[src/inc/ubm_map.svh]
`ifndef UBM_MAP_SVH
`define UBM_MAP_SVH
// register byte offsets
`define UBM_OFF_MAA 8'h00
`define UBM_OFF_AMA 8'h04
`define UBM_OFF_CSA 8'h08
`define UBM_OFF_MAB 8'h0c
`define UBM_OFF_AMB 8'h10
`define UBM_OFF_MDB 8'h14
`define UBM_OFF_DMB 8'h18
`define UBM_OFF_CSB 8'h1c
`define UBM_OFF_CTL 8'h20
`define UBM_OFF_BTT 8'h24
// break_ctrl bit positions
`define UBM_BIT_LMFA 0
`define UBM_BIT_IMFA 1
`define UBM_BIT_LMFB 2
`define UBM_BIT_IMFB 3
`define UBM_BIT_FBAA 4
`define UBM_BIT_FBAB 5
`define UBM_BIT_TE 6
`define UBM_CTL_W 7
// cycle_select field positions
`define UBM_CS_RW 1:0
`define UBM_CS_FD 3:2
`define UBM_CS_BUS 5:4
`define UBM_CS_SZ 7:6
`define UBM_CS_W 8
// operand size codes
`define UBM_SZ_ANY 2'h0
`define UBM_SZ_BYTE 2'h1
`define UBM_SZ_WORD 2'h2
`define UBM_SZ_LONG 2'h3
// trace register layout
`define UBM_TV_BIT 31
`define UBM_TA_W 28
`define UBM_TQ_DEPTH 4
// reset values
`define UBM_RST_WORD 32'h0000_0000
`define UBM_RST_CS 8'h00
`define UBM_RST_CTL 7'h00
`endif

[src/inc/ubm_pkg.sv]
`include "ubm_map.svh"
package ubm_pkg;
   typedef logic [31:0] ubm_word_t;
   typedef logic [`UBM_TA_W-1:0] ubm_taddr_t;
   typedef logic [`UBM_CS_W-1:0] ubm_csel_t;
   typedef logic [1:0] ubm_size_t;
endpackage : ubm_pkg

[src/rtl/ubm_top.sv]
// Chosen here: the register addresses and strobed register access.
`timescale 1ns/1ps
`include "ubm_map.svh"
// Functional notes
// RULE1: branch captures destination bits 27..0
// RULE2: valid set on branch, cleared read/enable/reset
// RULE3: reset clears only valid, not address
// RULE4: four-entry queue, shift on each branch
// RULE5: bits 30..28 read zero, write zero
// RULE6: any cycle selection 00 disables channel (code: size field 00 means any size, not off)
// RULE7: software programs cycle select last
// RULE8: match raises break, sets both flags
// RULE9: flags sticky until software writes zero
// RULE10: near-simultaneous breaks give one request
// RULE11: fetch-after bit picks before/after execution
// RULE12: fetch match needs address lsb zero
// RULE13: before-break only for executed fetches
// RULE14: delay slot break waits for acceptor
// RULE15: no such breaks on slot or sleep
// RULE16: after-break fires before next instruction
// RULE17: after-break on delayed branch held off
// RULE18: channel B fetch ignores data compare
// RULE19: local data break only from instructions
// RULE20: address compare width follows access size
// RULE21: channel B needs address and data match
// RULE22: word/byte sizes ignore data bits 31..16
// RULE23: enabled trace records branch destinations
// RULE24: queue advances after target entry read
// RULE25: both channels merge into one request
module ubm_top
   import ubm_pkg::*;
(
   input wire logic CLK,
   input wire logic NRST,
   input wire logic [7:0] REG_ADDR,
   input wire logic [31:0] REG_WDATA,
   input wire logic REG_WR,
   input wire logic REG_RD,
   output logic [31:0] REG_RDATA,
   input wire logic BUS_VALID,
   input wire logic BUS_IS_IBUS,
   input wire logic BUS_IS_FETCH,
   input wire logic BUS_IS_WRITE,
   input wire logic BUS_FROM_INSN,
   input wire logic [1:0] BUS_SIZE,
   input wire logic [31:0] BUS_ADDR,
   input wire logic [31:0] BUS_DATA,
   input wire logic FETCH_FLUSH,
   input wire logic EXEC_VALID,
   input wire logic EXEC_BREAK_OK,
   input wire logic [31:0] EXEC_ADDR,
   input wire logic BRANCH_VALID,
   input wire logic [31:0] BRANCH_DEST,
   output logic TRACE_ADVANCE,
   output logic BREAK_REQ
);
   localparam int NQ = `UBM_TQ_DEPTH;

   ubm_word_t maddr_ff [2];
   ubm_word_t amask_ff [2];
   ubm_csel_t csel_ff [2];
   ubm_word_t mdata_ff;
   ubm_word_t dmask_ff;
   logic [`UBM_CTL_W-1:0] ctl_ff;
   logic [`UBM_CTL_W-1:0] nxt_ctl;
   ubm_word_t rdata_ff;
   logic req_ff;
   logic [1:0] pend_ff;
   logic [1:0] defer_ff;
   ubm_word_t paddr_ff [2];
   logic [1:0] fire;
   logic [1:0] data_hit;
   logic [1:0] fetch_hit;
   logic [NQ-1:0] tv_ff;
   logic [NQ-1:0] nxt_tv;
   ubm_taddr_t ta_ff [NQ];

   wire ctl_wr = REG_WR && (REG_ADDR == `UBM_OFF_CTL);
   wire trace_en = ctl_ff[`UBM_BIT_TE];
   wire trace_rd = REG_RD && (REG_ADDR == `UBM_OFF_BTT);
   wire trace_cap = BRANCH_VALID && trace_en;
   wire trace_start = ctl_wr && REG_WDATA[`UBM_BIT_TE] && !trace_en;
   wire [1:0] fba = {ctl_ff[`UBM_BIT_FBAB], ctl_ff[`UBM_BIT_FBAA]};
   wire exec_ok = EXEC_VALID && EXEC_BREAK_OK;

   // per-channel comparators
   for (genvar ch = 0; ch < 2; ch++) begin : g_ch
      wire [7:0] oma = (ch == 0) ? `UBM_OFF_MAA : `UBM_OFF_MAB;
      wire [7:0] omk = (ch == 0) ? `UBM_OFF_AMA : `UBM_OFF_AMB;
      wire [7:0] ocs = (ch == 0) ? `UBM_OFF_CSA : `UBM_OFF_CSB;
      wire [1:0] rw = csel_ff[ch][`UBM_CS_RW];
      wire [1:0] fd = csel_ff[ch][`UBM_CS_FD];
      wire [1:0] bs = csel_ff[ch][`UBM_CS_BUS];
      wire [1:0] sz = csel_ff[ch][`UBM_CS_SZ];
      wire en = (rw != 2'h0) && (fd != 2'h0) && (bs != 2'h0); // RULE6
      wire bus_ok = BUS_IS_IBUS ? bs[1] : bs[0];
      wire fd_ok = BUS_IS_FETCH ? fd[0] : fd[1];
      wire rw_ok = BUS_IS_WRITE ? rw[1] : rw[0];
      wire sz_ok = (sz == `UBM_SZ_ANY) || (sz == BUS_SIZE);
      // low address bits drop out with the access size
      wire [31:0] szm = BUS_IS_FETCH ? 32'h0 :
                        (BUS_SIZE == `UBM_SZ_LONG) ? 32'h3 :
                        (BUS_SIZE == `UBM_SZ_WORD) ? 32'h1 : 32'h0; // RULE20
      wire addr_ok = ((BUS_ADDR ^ maddr_ff[ch]) & ~(amask_ff[ch] | szm)) == 32'h0;
      // upper half of data only counts for longword
      wire [31:0] dm = (sz == `UBM_SZ_LONG) ? dmask_ff : (dmask_ff | 32'hffff_0000); // RULE22
      wire dat_ok = (ch == 0) || BUS_IS_FETCH ||
                    (((BUS_DATA ^ mdata_ff) & ~dm) == 32'h0); // RULE18 RULE21
      wire src_ok = BUS_IS_FETCH || BUS_IS_IBUS || BUS_FROM_INSN; // RULE19
      wire hit = BUS_VALID && en && bus_ok && fd_ok && rw_ok && sz_ok && addr_ok;
      wire exec_hit = EXEC_VALID && pend_ff[ch] && (EXEC_ADDR == paddr_ff[ch]);
      wire now = exec_hit && !fba[ch] && EXEC_BREAK_OK; // RULE13
      wire late = defer_ff[ch] && exec_ok; // RULE14 RULE16 RULE17
      assign data_hit[ch] = hit && !BUS_IS_FETCH && dat_ok && src_ok; // RULE21
      assign fetch_hit[ch] = hit && BUS_IS_FETCH && !maddr_ff[ch][0]; // RULE12
      assign fire[ch] = data_hit[ch] || now || late;

      always_ff @(posedge CLK or negedge NRST) begin
         if (!NRST) begin
            maddr_ff[ch] <= `UBM_RST_WORD;
            amask_ff[ch] <= `UBM_RST_WORD;
            csel_ff[ch] <= `UBM_RST_CS;
         end else if (REG_WR) begin
            if (REG_ADDR == oma) maddr_ff[ch] <= REG_WDATA;
            if (REG_ADDR == omk) amask_ff[ch] <= REG_WDATA;
            if (REG_ADDR == ocs) csel_ff[ch] <= REG_WDATA[`UBM_CS_W-1:0];
         end
      end

      // fetched match waits for its own execution; flush drops overrun
      always_ff @(posedge CLK or negedge NRST) begin
         if (!NRST) begin
            pend_ff[ch] <= 1'b0;
            paddr_ff[ch] <= `UBM_RST_WORD;
            defer_ff[ch] <= 1'b0;
         end else begin
            if (fetch_hit[ch]) begin
               pend_ff[ch] <= 1'b1;
               paddr_ff[ch] <= BUS_ADDR;
            end else if (FETCH_FLUSH || exec_hit) begin
               pend_ff[ch] <= 1'b0; // RULE13
            end
            if (exec_hit && (fba[ch] || !EXEC_BREAK_OK)) begin
               defer_ff[ch] <= 1'b1; // RULE11 RULE14 RULE17
            end else if (late) begin
               defer_ff[ch] <= 1'b0;
            end
         end
      end
   end

   always_ff @(posedge CLK or negedge NRST) begin
      if (!NRST) begin
         mdata_ff <= `UBM_RST_WORD;
         dmask_ff <= `UBM_RST_WORD;
      end else if (REG_WR) begin
         if (REG_ADDR == `UBM_OFF_MDB) mdata_ff <= REG_WDATA;
         if (REG_ADDR == `UBM_OFF_DMB) dmask_ff <= REG_WDATA;
      end
   end

   // flags: a write of 0 clears, a new match in the same cycle wins
   always_comb begin
      nxt_ctl = ctl_ff;
      if (ctl_wr) begin
         nxt_ctl[`UBM_BIT_FBAA] = REG_WDATA[`UBM_BIT_FBAA];
         nxt_ctl[`UBM_BIT_FBAB] = REG_WDATA[`UBM_BIT_FBAB];
         nxt_ctl[`UBM_BIT_TE] = REG_WDATA[`UBM_BIT_TE];
         nxt_ctl[3:0] = ctl_ff[3:0] & REG_WDATA[3:0]; // RULE9
      end
      if (fire[0]) begin
         nxt_ctl[`UBM_BIT_LMFA] = 1'b1; // RULE8
         nxt_ctl[`UBM_BIT_IMFA] = 1'b1;
      end
      if (fire[1]) begin
         nxt_ctl[`UBM_BIT_LMFB] = 1'b1; // RULE8
         nxt_ctl[`UBM_BIT_IMFB] = 1'b1;
      end
   end

   always_ff @(posedge CLK or negedge NRST) begin
      if (!NRST) begin
         ctl_ff <= `UBM_RST_CTL;
         req_ff <= 1'b0;
      end else begin
         ctl_ff <= nxt_ctl;
         req_ff <= |fire; // RULE10 RULE25
      end
   end

   // trace valid queue, entry 0 is the top
   always_comb begin
      nxt_tv = tv_ff;
      if (trace_start) begin
         nxt_tv = '0; // RULE2
      end else if (trace_cap) begin
         nxt_tv = {tv_ff[NQ-2:0], 1'b1}; // RULE2 RULE4
         if (trace_rd) nxt_tv[1] = 1'b0;
      end else if (trace_rd) begin
         nxt_tv = {1'b0, tv_ff[NQ-1:1]}; // RULE24
      end
   end

   always_ff @(posedge CLK or negedge NRST) begin
      if (!NRST) tv_ff <= '0; // RULE3
      else tv_ff <= nxt_tv;
   end

   // address storage left unreset on purpose
   always_ff @(posedge CLK) begin
      for (int i = 0; i < NQ; i++) begin
         if (trace_cap) begin
            ta_ff[i] <= (i == 0) ? BRANCH_DEST[`UBM_TA_W-1:0] : ta_ff[(i + NQ - 1) % NQ]; // RULE1 RULE23
         end else if (trace_rd && i < NQ - 1) begin
            ta_ff[i] <= ta_ff[i + 1]; // RULE24
         end
      end
   end

   wire [31:0] btt_word = {tv_ff[0], 3'h0, ta_ff[0]}; // RULE5

   wire [31:0] rd_mux =
      (REG_ADDR == `UBM_OFF_MAA) ? maddr_ff[0] :
      (REG_ADDR == `UBM_OFF_AMA) ? amask_ff[0] :
      (REG_ADDR == `UBM_OFF_CSA) ? {24'h0, csel_ff[0]} :
      (REG_ADDR == `UBM_OFF_MAB) ? maddr_ff[1] :
      (REG_ADDR == `UBM_OFF_AMB) ? amask_ff[1] :
      (REG_ADDR == `UBM_OFF_MDB) ? mdata_ff :
      (REG_ADDR == `UBM_OFF_DMB) ? dmask_ff :
      (REG_ADDR == `UBM_OFF_CSB) ? {24'h0, csel_ff[1]} :
      (REG_ADDR == `UBM_OFF_CTL) ? {25'h0, ctl_ff} :
      (REG_ADDR == `UBM_OFF_BTT) ? btt_word : 32'h0;

   always_ff @(posedge CLK or negedge NRST) begin
      if (!NRST) rdata_ff <= `UBM_RST_WORD;
      else if (REG_RD) rdata_ff <= rd_mux;
   end

   assign REG_RDATA = rdata_ff;
   assign BREAK_REQ = req_ff;
   assign TRACE_ADVANCE = trace_rd;

   a_req_cause: assert property (@(posedge CLK) disable iff (!NRST)
      BREAK_REQ |-> $past(|fire)) else $error("request without match"); // RULE25
   a_fire_req: assert property (@(posedge CLK) disable iff (!NRST)
      (|fire) |=> BREAK_REQ) else $error("match lost"); // RULE8
   a_flag_set: assert property (@(posedge CLK) disable iff (!NRST)
      fire[1] |=> ctl_ff[`UBM_BIT_LMFB] && ctl_ff[`UBM_BIT_IMFB]) else $error("flag b not set"); // RULE8
   a_flag_sticky: assert property (@(posedge CLK) disable iff (!NRST)
      ctl_ff[`UBM_BIT_LMFA] && !(ctl_wr && !REG_WDATA[`UBM_BIT_LMFA]) |=> ctl_ff[`UBM_BIT_LMFA])
      else $error("flag dropped"); // RULE9
   a_chan_off: assert property (@(posedge CLK) disable iff (!NRST)
      (csel_ff[0][`UBM_CS_RW] == 2'h0) |-> !data_hit[0] && !fetch_hit[0])
      else $error("disabled channel matched"); // RULE6
   a_lsb_block: assert property (@(posedge CLK) disable iff (!NRST)
      maddr_ff[1][0] && BUS_IS_FETCH |-> !fetch_hit[1]) else $error("odd fetch matched"); // RULE12
   a_trace_cap: assert property (@(posedge CLK) disable iff (!NRST)
      trace_cap && !trace_start |=> tv_ff[0] && ta_ff[0] == $past(BRANCH_DEST[27:0]))
      else $error("branch not captured"); // RULE1
   a_trace_clr: assert property (@(posedge CLK) disable iff (!NRST)
      trace_start |=> tv_ff == '0) else $error("valid survived enable"); // RULE2
   a_rsvd_zero: assert property (@(posedge CLK) disable iff (!NRST)
      $past(trace_rd) |-> REG_RDATA[30:28] == 3'h0) else $error("reserved bits set"); // RULE5
   a_after_late: assert property (@(posedge CLK) disable iff (!NRST)
      fba[0] && g_ch[0].exec_hit |-> !fire[0] || data_hit[0] || g_ch[0].late)
      else $error("after-break fired early"); // RULE16

   // the checks below pin down the corner cases the bench reaches only once

   a_flag_set_a: assert property (@(posedge CLK) disable iff (!NRST) // RULE8
      fire[0]
      |=> ctl_ff[`UBM_BIT_LMFA] && ctl_ff[`UBM_BIT_IMFA])
      else $error("flag a not set");

   a_flag_clear: assert property (@(posedge CLK) disable iff (!NRST) // RULE9
      ctl_wr && !REG_WDATA[`UBM_BIT_LMFB] && !fire[1]
      |=> !ctl_ff[`UBM_BIT_LMFB])
      else $error("flag b not cleared");

   a_chan_off_b: assert property (@(posedge CLK) disable iff (!NRST) // RULE6
      (csel_ff[1][`UBM_CS_FD] == 2'h0)
      |-> !data_hit[1] && !fetch_hit[1])
      else $error("channel b matched while off");

   a_bus_off: assert property (@(posedge CLK) disable iff (!NRST) // RULE6
      (csel_ff[0][`UBM_CS_BUS] == 2'h0)
      |-> !data_hit[0] && !fetch_hit[0])
      else $error("channel a matched with no bus");

   a_src_insn: assert property (@(posedge CLK) disable iff (!NRST) // RULE19
      BUS_VALID && !BUS_IS_FETCH && !BUS_IS_IBUS && !BUS_FROM_INSN
      |-> data_hit == 2'b00)
      else $error("local data match not from instruction");

   a_flush_drop: assert property (@(posedge CLK) disable iff (!NRST) // RULE13
      FETCH_FLUSH && !fetch_hit[0]
      |=> !pend_ff[0])
      else $error("overrun fetch kept pending");

   a_before_now: assert property (@(posedge CLK) disable iff (!NRST) // RULE13
      g_ch[0].exec_hit && !fba[0] && EXEC_BREAK_OK
      |=> BREAK_REQ)
      else $error("before-break missed");

   a_slot_hold: assert property (@(posedge CLK) disable iff (!NRST) // RULE14
      g_ch[0].exec_hit && !EXEC_BREAK_OK
      |=> defer_ff[0])
      else $error("slot break not deferred");

   a_after_defer: assert property (@(posedge CLK) disable iff (!NRST) // RULE11 RULE17
      g_ch[1].exec_hit && fba[1]
      |=> defer_ff[1])
      else $error("after-break not deferred");

   a_defer_fire: assert property (@(posedge CLK) disable iff (!NRST) // RULE16
      defer_ff[0] && EXEC_VALID && EXEC_BREAK_OK
      |-> fire[0])
      else $error("deferred break lost");

   a_trace_off: assert property (@(posedge CLK) disable iff (!NRST) // RULE23
      !trace_en && !trace_rd && !trace_start
      |=> tv_ff == $past(tv_ff))
      else $error("queue moved while trace off");

   a_queue_shift: assert property (@(posedge CLK) disable iff (!NRST) // RULE4
      trace_cap && !trace_start && !trace_rd
      |=> tv_ff[NQ-1:1] == $past(tv_ff[NQ-2:0]) && tv_ff[0])
      else $error("queue did not shift");

   a_read_pop: assert property (@(posedge CLK) disable iff (!NRST) // RULE2 RULE24
      trace_rd && !trace_cap && !trace_start
      |=> tv_ff == {1'b0, $past(tv_ff[NQ-1:1])})
      else $error("queue did not pop");

   a_adv_level: assert property (@(posedge CLK) disable iff (!NRST) // RULE24
      TRACE_ADVANCE
      |-> REG_RD)
      else $error("advance without read");

   a_rdata_hold: assert property (@(posedge CLK) disable iff (!NRST)
      !$past(REG_RD)
      |-> $stable(REG_RDATA))
      else $error("read data moved without read");

   a_lsb_block_a: assert property (@(posedge CLK) disable iff (!NRST) // RULE12
      maddr_ff[0][0]
      |-> !fetch_hit[0])
      else $error("odd fetch matched on a");

   a_fetch_nodata: assert property (@(posedge CLK) disable iff (!NRST) // RULE18
      g_ch[1].hit && BUS_IS_FETCH && !maddr_ff[1][0]
      |-> fetch_hit[1])
      else $error("fetch on b blocked by data");

   a_byte_upper: assert property (@(posedge CLK) disable iff (!NRST) // RULE22
      data_hit[1] && (csel_ff[1][`UBM_CS_SZ] != `UBM_SZ_LONG)
      |-> ((BUS_DATA ^ mdata_ff) & ~dmask_ff & 32'h0000_ffff) == 32'h0)
      else $error("low data half mismatched");

   a_long_full: assert property (@(posedge CLK) disable iff (!NRST) // RULE21
      data_hit[1] && (csel_ff[1][`UBM_CS_SZ] == `UBM_SZ_LONG)
      |-> ((BUS_DATA ^ mdata_ff) & ~dmask_ff) == 32'h0)
      else $error("long data mismatched");

   a_long_addr: assert property (@(posedge CLK) disable iff (!NRST) // RULE20
      data_hit[0] && (BUS_SIZE == `UBM_SZ_LONG)
      |-> ((BUS_ADDR ^ maddr_ff[0]) & ~amask_ff[0] & 32'hffff_fffc) == 32'h0)
      else $error("long address mismatched");

   a_byte_addr: assert property (@(posedge CLK) disable iff (!NRST) // RULE20
      data_hit[0] && (BUS_SIZE == `UBM_SZ_BYTE)
      |-> ((BUS_ADDR ^ maddr_ff[0]) & ~amask_ff[0]) == 32'h0)
      else $error("byte address mismatched");

   c_trace_start: cover property (@(posedge CLK) disable iff (!NRST) trace_start);
   c_data_brk: cover property (@(posedge CLK) disable iff (!NRST) data_hit[1]);
   c_both: cover property (@(posedge CLK) disable iff (!NRST) fire[0] && fire[1]);
   c_defer: cover property (@(posedge CLK) disable iff (!NRST) defer_ff[0] ##1 BREAK_REQ);
   c_trace_rd: cover property (@(posedge CLK) disable iff (!NRST) trace_cap ##1 trace_rd);
endmodule : ubm_top

[config.mk]
export PLATFORM = sky130hd
export DESIGN_NAME = ubm_top
export DESIGN_NICKNAME = d
export VERILOG_FILES = /design/src/inc/ubm_pkg.sv /design/src/rtl/ubm_top.sv
export VERILOG_INCLUDE_DIRS = /design/src /design/src/inc
export SDC_FILE = /design/constraint.sdc
export NUM_CORES = 1
export LEC_CHECK = 0
export BUFFER_PORTS_ARGS = -buffer_cell sky130_fd_sc_hd__buf_2
export CORE_ASPECT_RATIO = 1.5
export CORE_MARGIN = 2
export CORE_UTILIZATION = 30
export DETAILED_ROUTE_END_ITERATION = 7
export GPL_ROUTABILITY_DRIVEN = 1
export GPL_TIMING_DRIVEN = 0
export PLACE_DENSITY = 0.49
export SETUP_SLACK_MARGIN = 0.05
export SLEW_MARGIN = 40
export SYNTH_ARGS = -nofsm -noshare
export SYNTH_HDL_FRONTEND = slang
export SYNTH_SLANG_ARGS = --single-unit
[constraint.sdc]
create_clock -name CLK -period 3.08 [get_ports CLK]
set_input_delay 0.616 -clock CLK [delete_from_list [all_inputs] [get_ports CLK]]
set_output_delay 0.616 -clock CLK [all_outputs]
set_load 0.01 [all_outputs]
==> results.yml <==
logic_synthesis:
  synth_area_per_cell_um2: 12.9
  ys_ff_latch: 432
  synth-seq-area-share_pct: 53.9
  postSynth.asyncResetShare_pct: 74.1
  ys.flop_type: "dfrtp_1"
  yosysWarnings: 0
  syn_inst: 1635
  synth-edff-count: 112
  syn_nets: 1818
  synthDistinctLibCells: 65
  syn_area_um2: 21100
sta:
  max_freq_ghz: 0.337
  timing.hold.ws_ps: 306
  timing.clock.skew_ps: 22.0
  tightest_slew_ps: 880
  slew_headroom_pct: 41.4
  fin_crit_sh_pct: 96.3
  hold_viol_final: 0
  period_minus_slack_ps: 2970
  rsz0062_at_grt: "no"
  drv_slew: 0
  setup_viol: 0
die:
  core-area_um2: 69800
  start_util_pct: 30.2
  ioPinCount: 217
  die_y_um: 329
  die_x_um: 220
  dieArea_um2: 72400
  num_rows: 119
worst_setup_path:
  startpoint_type: "input port"
  reg2reg_depth: 9
  timing.rr.end: "paddr_ff[12]$_DFFE_PN0P_"
  critPathArrivalTime_ps: 2350
  critical_path.max_fanout: 10
  crit_path_max_incr_delay_ps: 420
  critPathLaunch: "REG_ADDR[2]"
  slowest_stage: "nor3_2"
  endpoint_kind: "primary output"
  r2r-start: "maddr_ff[23]$_DFFE_PN0P_"
  critPathKind: "in -> out"
  r2r_setup_slack_ps: 130
  cp.required_ps: 2460
  path_common_cell: "buf_2"
  worstPathCellList: "buf_2, or3b_1, clkbuf_1, nor3_2, nand2_2, clkinv_2, buf_2"
global_routing:
  antenna_found_initial: 19
  grt_pass1_vias: 15800
  overflow: 0
  grt_pass1_wl_mm: 115
  grtUsageTotal_pct: 22.4
  grt_max_degree: 86
finish:
  seqCellArea_um2: 11400
  final_cells: 2844
  drive_gt1_share_pct: 36.4
  nets: 2079
  fill_cells: 6890
  multi_input_area_um2: 9180
  area_growth_pct: 18.7
clocking:
  cts_sinks: 432
  insertion_delay_ps: 590
  post_cts_buffers: 0
  cts_made_buffers: 45
  root_buffer: "clkbuf_16"
  cts_tree: "yes"
  cts_buffer_depth: 3
  htreeDepth: 2
  clk_pin_slew_ps: 60
hold_path:
  min_path_cells: 2
  hold_class: "in -> reg"
  hold_start: "EXEC_BREAK_OK"
  worstHoldEndpoint: "defer_ff[1]$_DFFE_PN0P_"
drt:
  avgRoutedWirePerCell_um: 28.5
  drt-initial-drc-count: 1055
  wirelength_mm: 81.1
  dr.pass1.iters: 6
  drcViolationCount: 0
  via_count: 14900
  via_per_inst: 5.25
  ant_nets: 0
placed_design:
  numPortBuffers: 207
  dpl.hpwl_mm: 63.0
  dp.cells: 2755
  routabilityCongestion: 0.953
status:
  status: "finished clean"
pwr:
  power_density_nw_per_um2: 518
  max-vdd-ir-drop_uv: 358
  power_mw: 13.0
  power.leakage_nw: 11.1
run:
  max-cap-violations: 0
==> timing repair <==
action | 4_1_cts | 5_1_grt
hold buffers | 1 | 0
setup endpoints to repair | 62 | 56
resized for setup | 8 | 4
hold endpoints to repair | 57 | 0
pin swaps | 0 | 1
==> worst max-delay path by stage <==
stage                                           to  slack, ps  cells after the start
after floorplan               tv_ff[3]$_DFFE_PN0P_        450                      7
after global placement    REG_RDATA[8]$_DFFE_PN0P_      -5090                      1
after CTS                 paddr_ff[44]$_DFFE_PN0P_         70                      9
final                                TRACE_ADVANCE        110                      7
after global routing                 TRACE_ADVANCE         70                      7
after detailed placement  paddr_ff[44]$_DFFE_PN0P_       -860                     10
==> metal layers <==
metal | track usage (%) | wire length, um | part of all wire [%]
met5 | 0 | 122 | 0.15
met4 | 12.7 | 5210 | 6.4
met3 | 4.31 | 4570 | 5.6
met2 | 39.6 | 41000 | 51
met1 | 25.1 | 30200 | 37
==> Yosys cell counts (3+ instances only) <==
master | instances | share of area (%)
xnor2_1 | 125 | 5.2
o211ai_1 | 23 | 0.82
nor4_1 | 20 | 0.59
a22o_1 | 5 | 0.21
xor2_1 | 34 | 1.4
a21oi_1 | 83 | 2.0
edfxtp_1 | 112 | 16
a221oi_1 | 6 | 0.25
mux2_4 | 60 | 4.3
nand4_1 | 10 | 0.30
clkbuf_1 | 36 | 0.64
dfrtp_1 | 320 | 38
mux2_2 | 285 | 15
a21o_1 | 12 | 0.43
a22oi_1 | 6 | 0.21
buf_6 | 14 | 0.75
nand3_1 | 19 | 0.45
o21ai_0 | 76 | 1.8
or2_2 | 3 | 0.089
inv_1 | 41 | 0.73
mux2_1 | 15 | 0.80
nor2b_1 | 7 | 0.21
nor3_1 | 13 | 0.31
a2bb2oi_1 | 19 | 0.79
buf_2 | 22 | 0.52
a32oi_1 | 5 | 0.21
a31oi_1 | 3 | 0.089
and3b_1 | 3 | 0.12
mux2i_1 | 37 | 1.8
nor3b_1 | 3 | 0.11
nor2_1 | 29 | 0.52
nand2_1 | 53 | 0.94
and3_1 | 6 | 0.18
o221ai_1 | 7 | 0.29
buf_1 | 19 | 0.34
o22ai_1 | 66 | 2.0
==> power breakdown <==
part           switching [mW]  internal, mW
sequential              0.190          6.05
clock                    2.41          3.16
combinational           0.687         0.459
==> cell type report <==
| type | count | share of cell area [%] |
|---|---|---|
| Antenna cell | 5 | 0.0500 |
| Buffer | 93 | 2.00 |
| Clock buffer | 60 | 5.09 |
| Clock inverter | 23 | 0.800 |
| Inverter | 42 | 0.645 |
| Multi-Input combinational cell | 1068 | 36.7 |
| Sequential cell | 432 | 45.4 |
| Tap cell | 907 | 4.54 |
| Timing Repair Buffer | 214 | 4.74 |
==> flip-flops by register name, indices dropped and copies added, names as in the netlist, 16 cells and up <==
| register | cells |
|---|---|
| paddr_ff | 64 |
| maddr_ff | 64 |
| dmask_ff | 32 |
| ta_ff | 112 |
| REG_RDATA | 32 |
| mdata_ff | 32 |
| amask_ff | 64 |
| csel_ff | 16 |
==> cells in the final DEF (no fill, tap or decap), types with 18 or more instances in the layout <==
cell,instances
mux2i_1,37
o21ai_0,76
o22ai_1,66
clkbuf_1,39
dfrtp_1,320
inv_1,40
mux2_4,60
nand2_1,52
xor2_1,34
mux2_2,285
buf_2,230
clkbuf_16,46
a2bb2oi_1,19
nor2_1,29
edfxtp_1,112
nor4_1,18
a21oi_1,83
xnor2_1,120
o211ai_1,23
nand3_1,19
==> stage by stage <==
| step | setup slack [ps] | util (%) | setup TNS [ps] | instance area [um^2] |
|---|---|---|---|---|
| 2_1_floorplan | 452 | - | 0 | 21100 |
| 3_3_place_gp | -5090 | 33.3 | -1676010 | 23300 |
| 3_5_place_dp | -865 | 33.5 | -56890 | 23400 |
| 4_1_cts | 66.3 | 35.7 | 0 | 25000 |
| 5_1_grt | 70.6 | 35.8 | 0 | 25000 |
| 6_report | 113 | 35.8 | 0 | 25000 |
==> worst max-delay path: cells and delay by family <==
family / cells / cell delay (ps)
simple gates: 3 / 1020
buf+inv: 4 / 710
==> logic make-up (layout without fill, tap and decap cells) <==
group,after synthesis,after routing,share of synthesized area [%]
AO/OA/AOI/OAI,325,325,9.57
other,0,5,0
XOR/XNOR,159,159,6.61
AND/OR/NAND/NOR,187,187,4.75
multiplexers,397,397,22.1
flip-flops,432,432,53.9
buffers and inverters,135,432,3.07
Note: power is estimated with default switching activity, not from simulation.
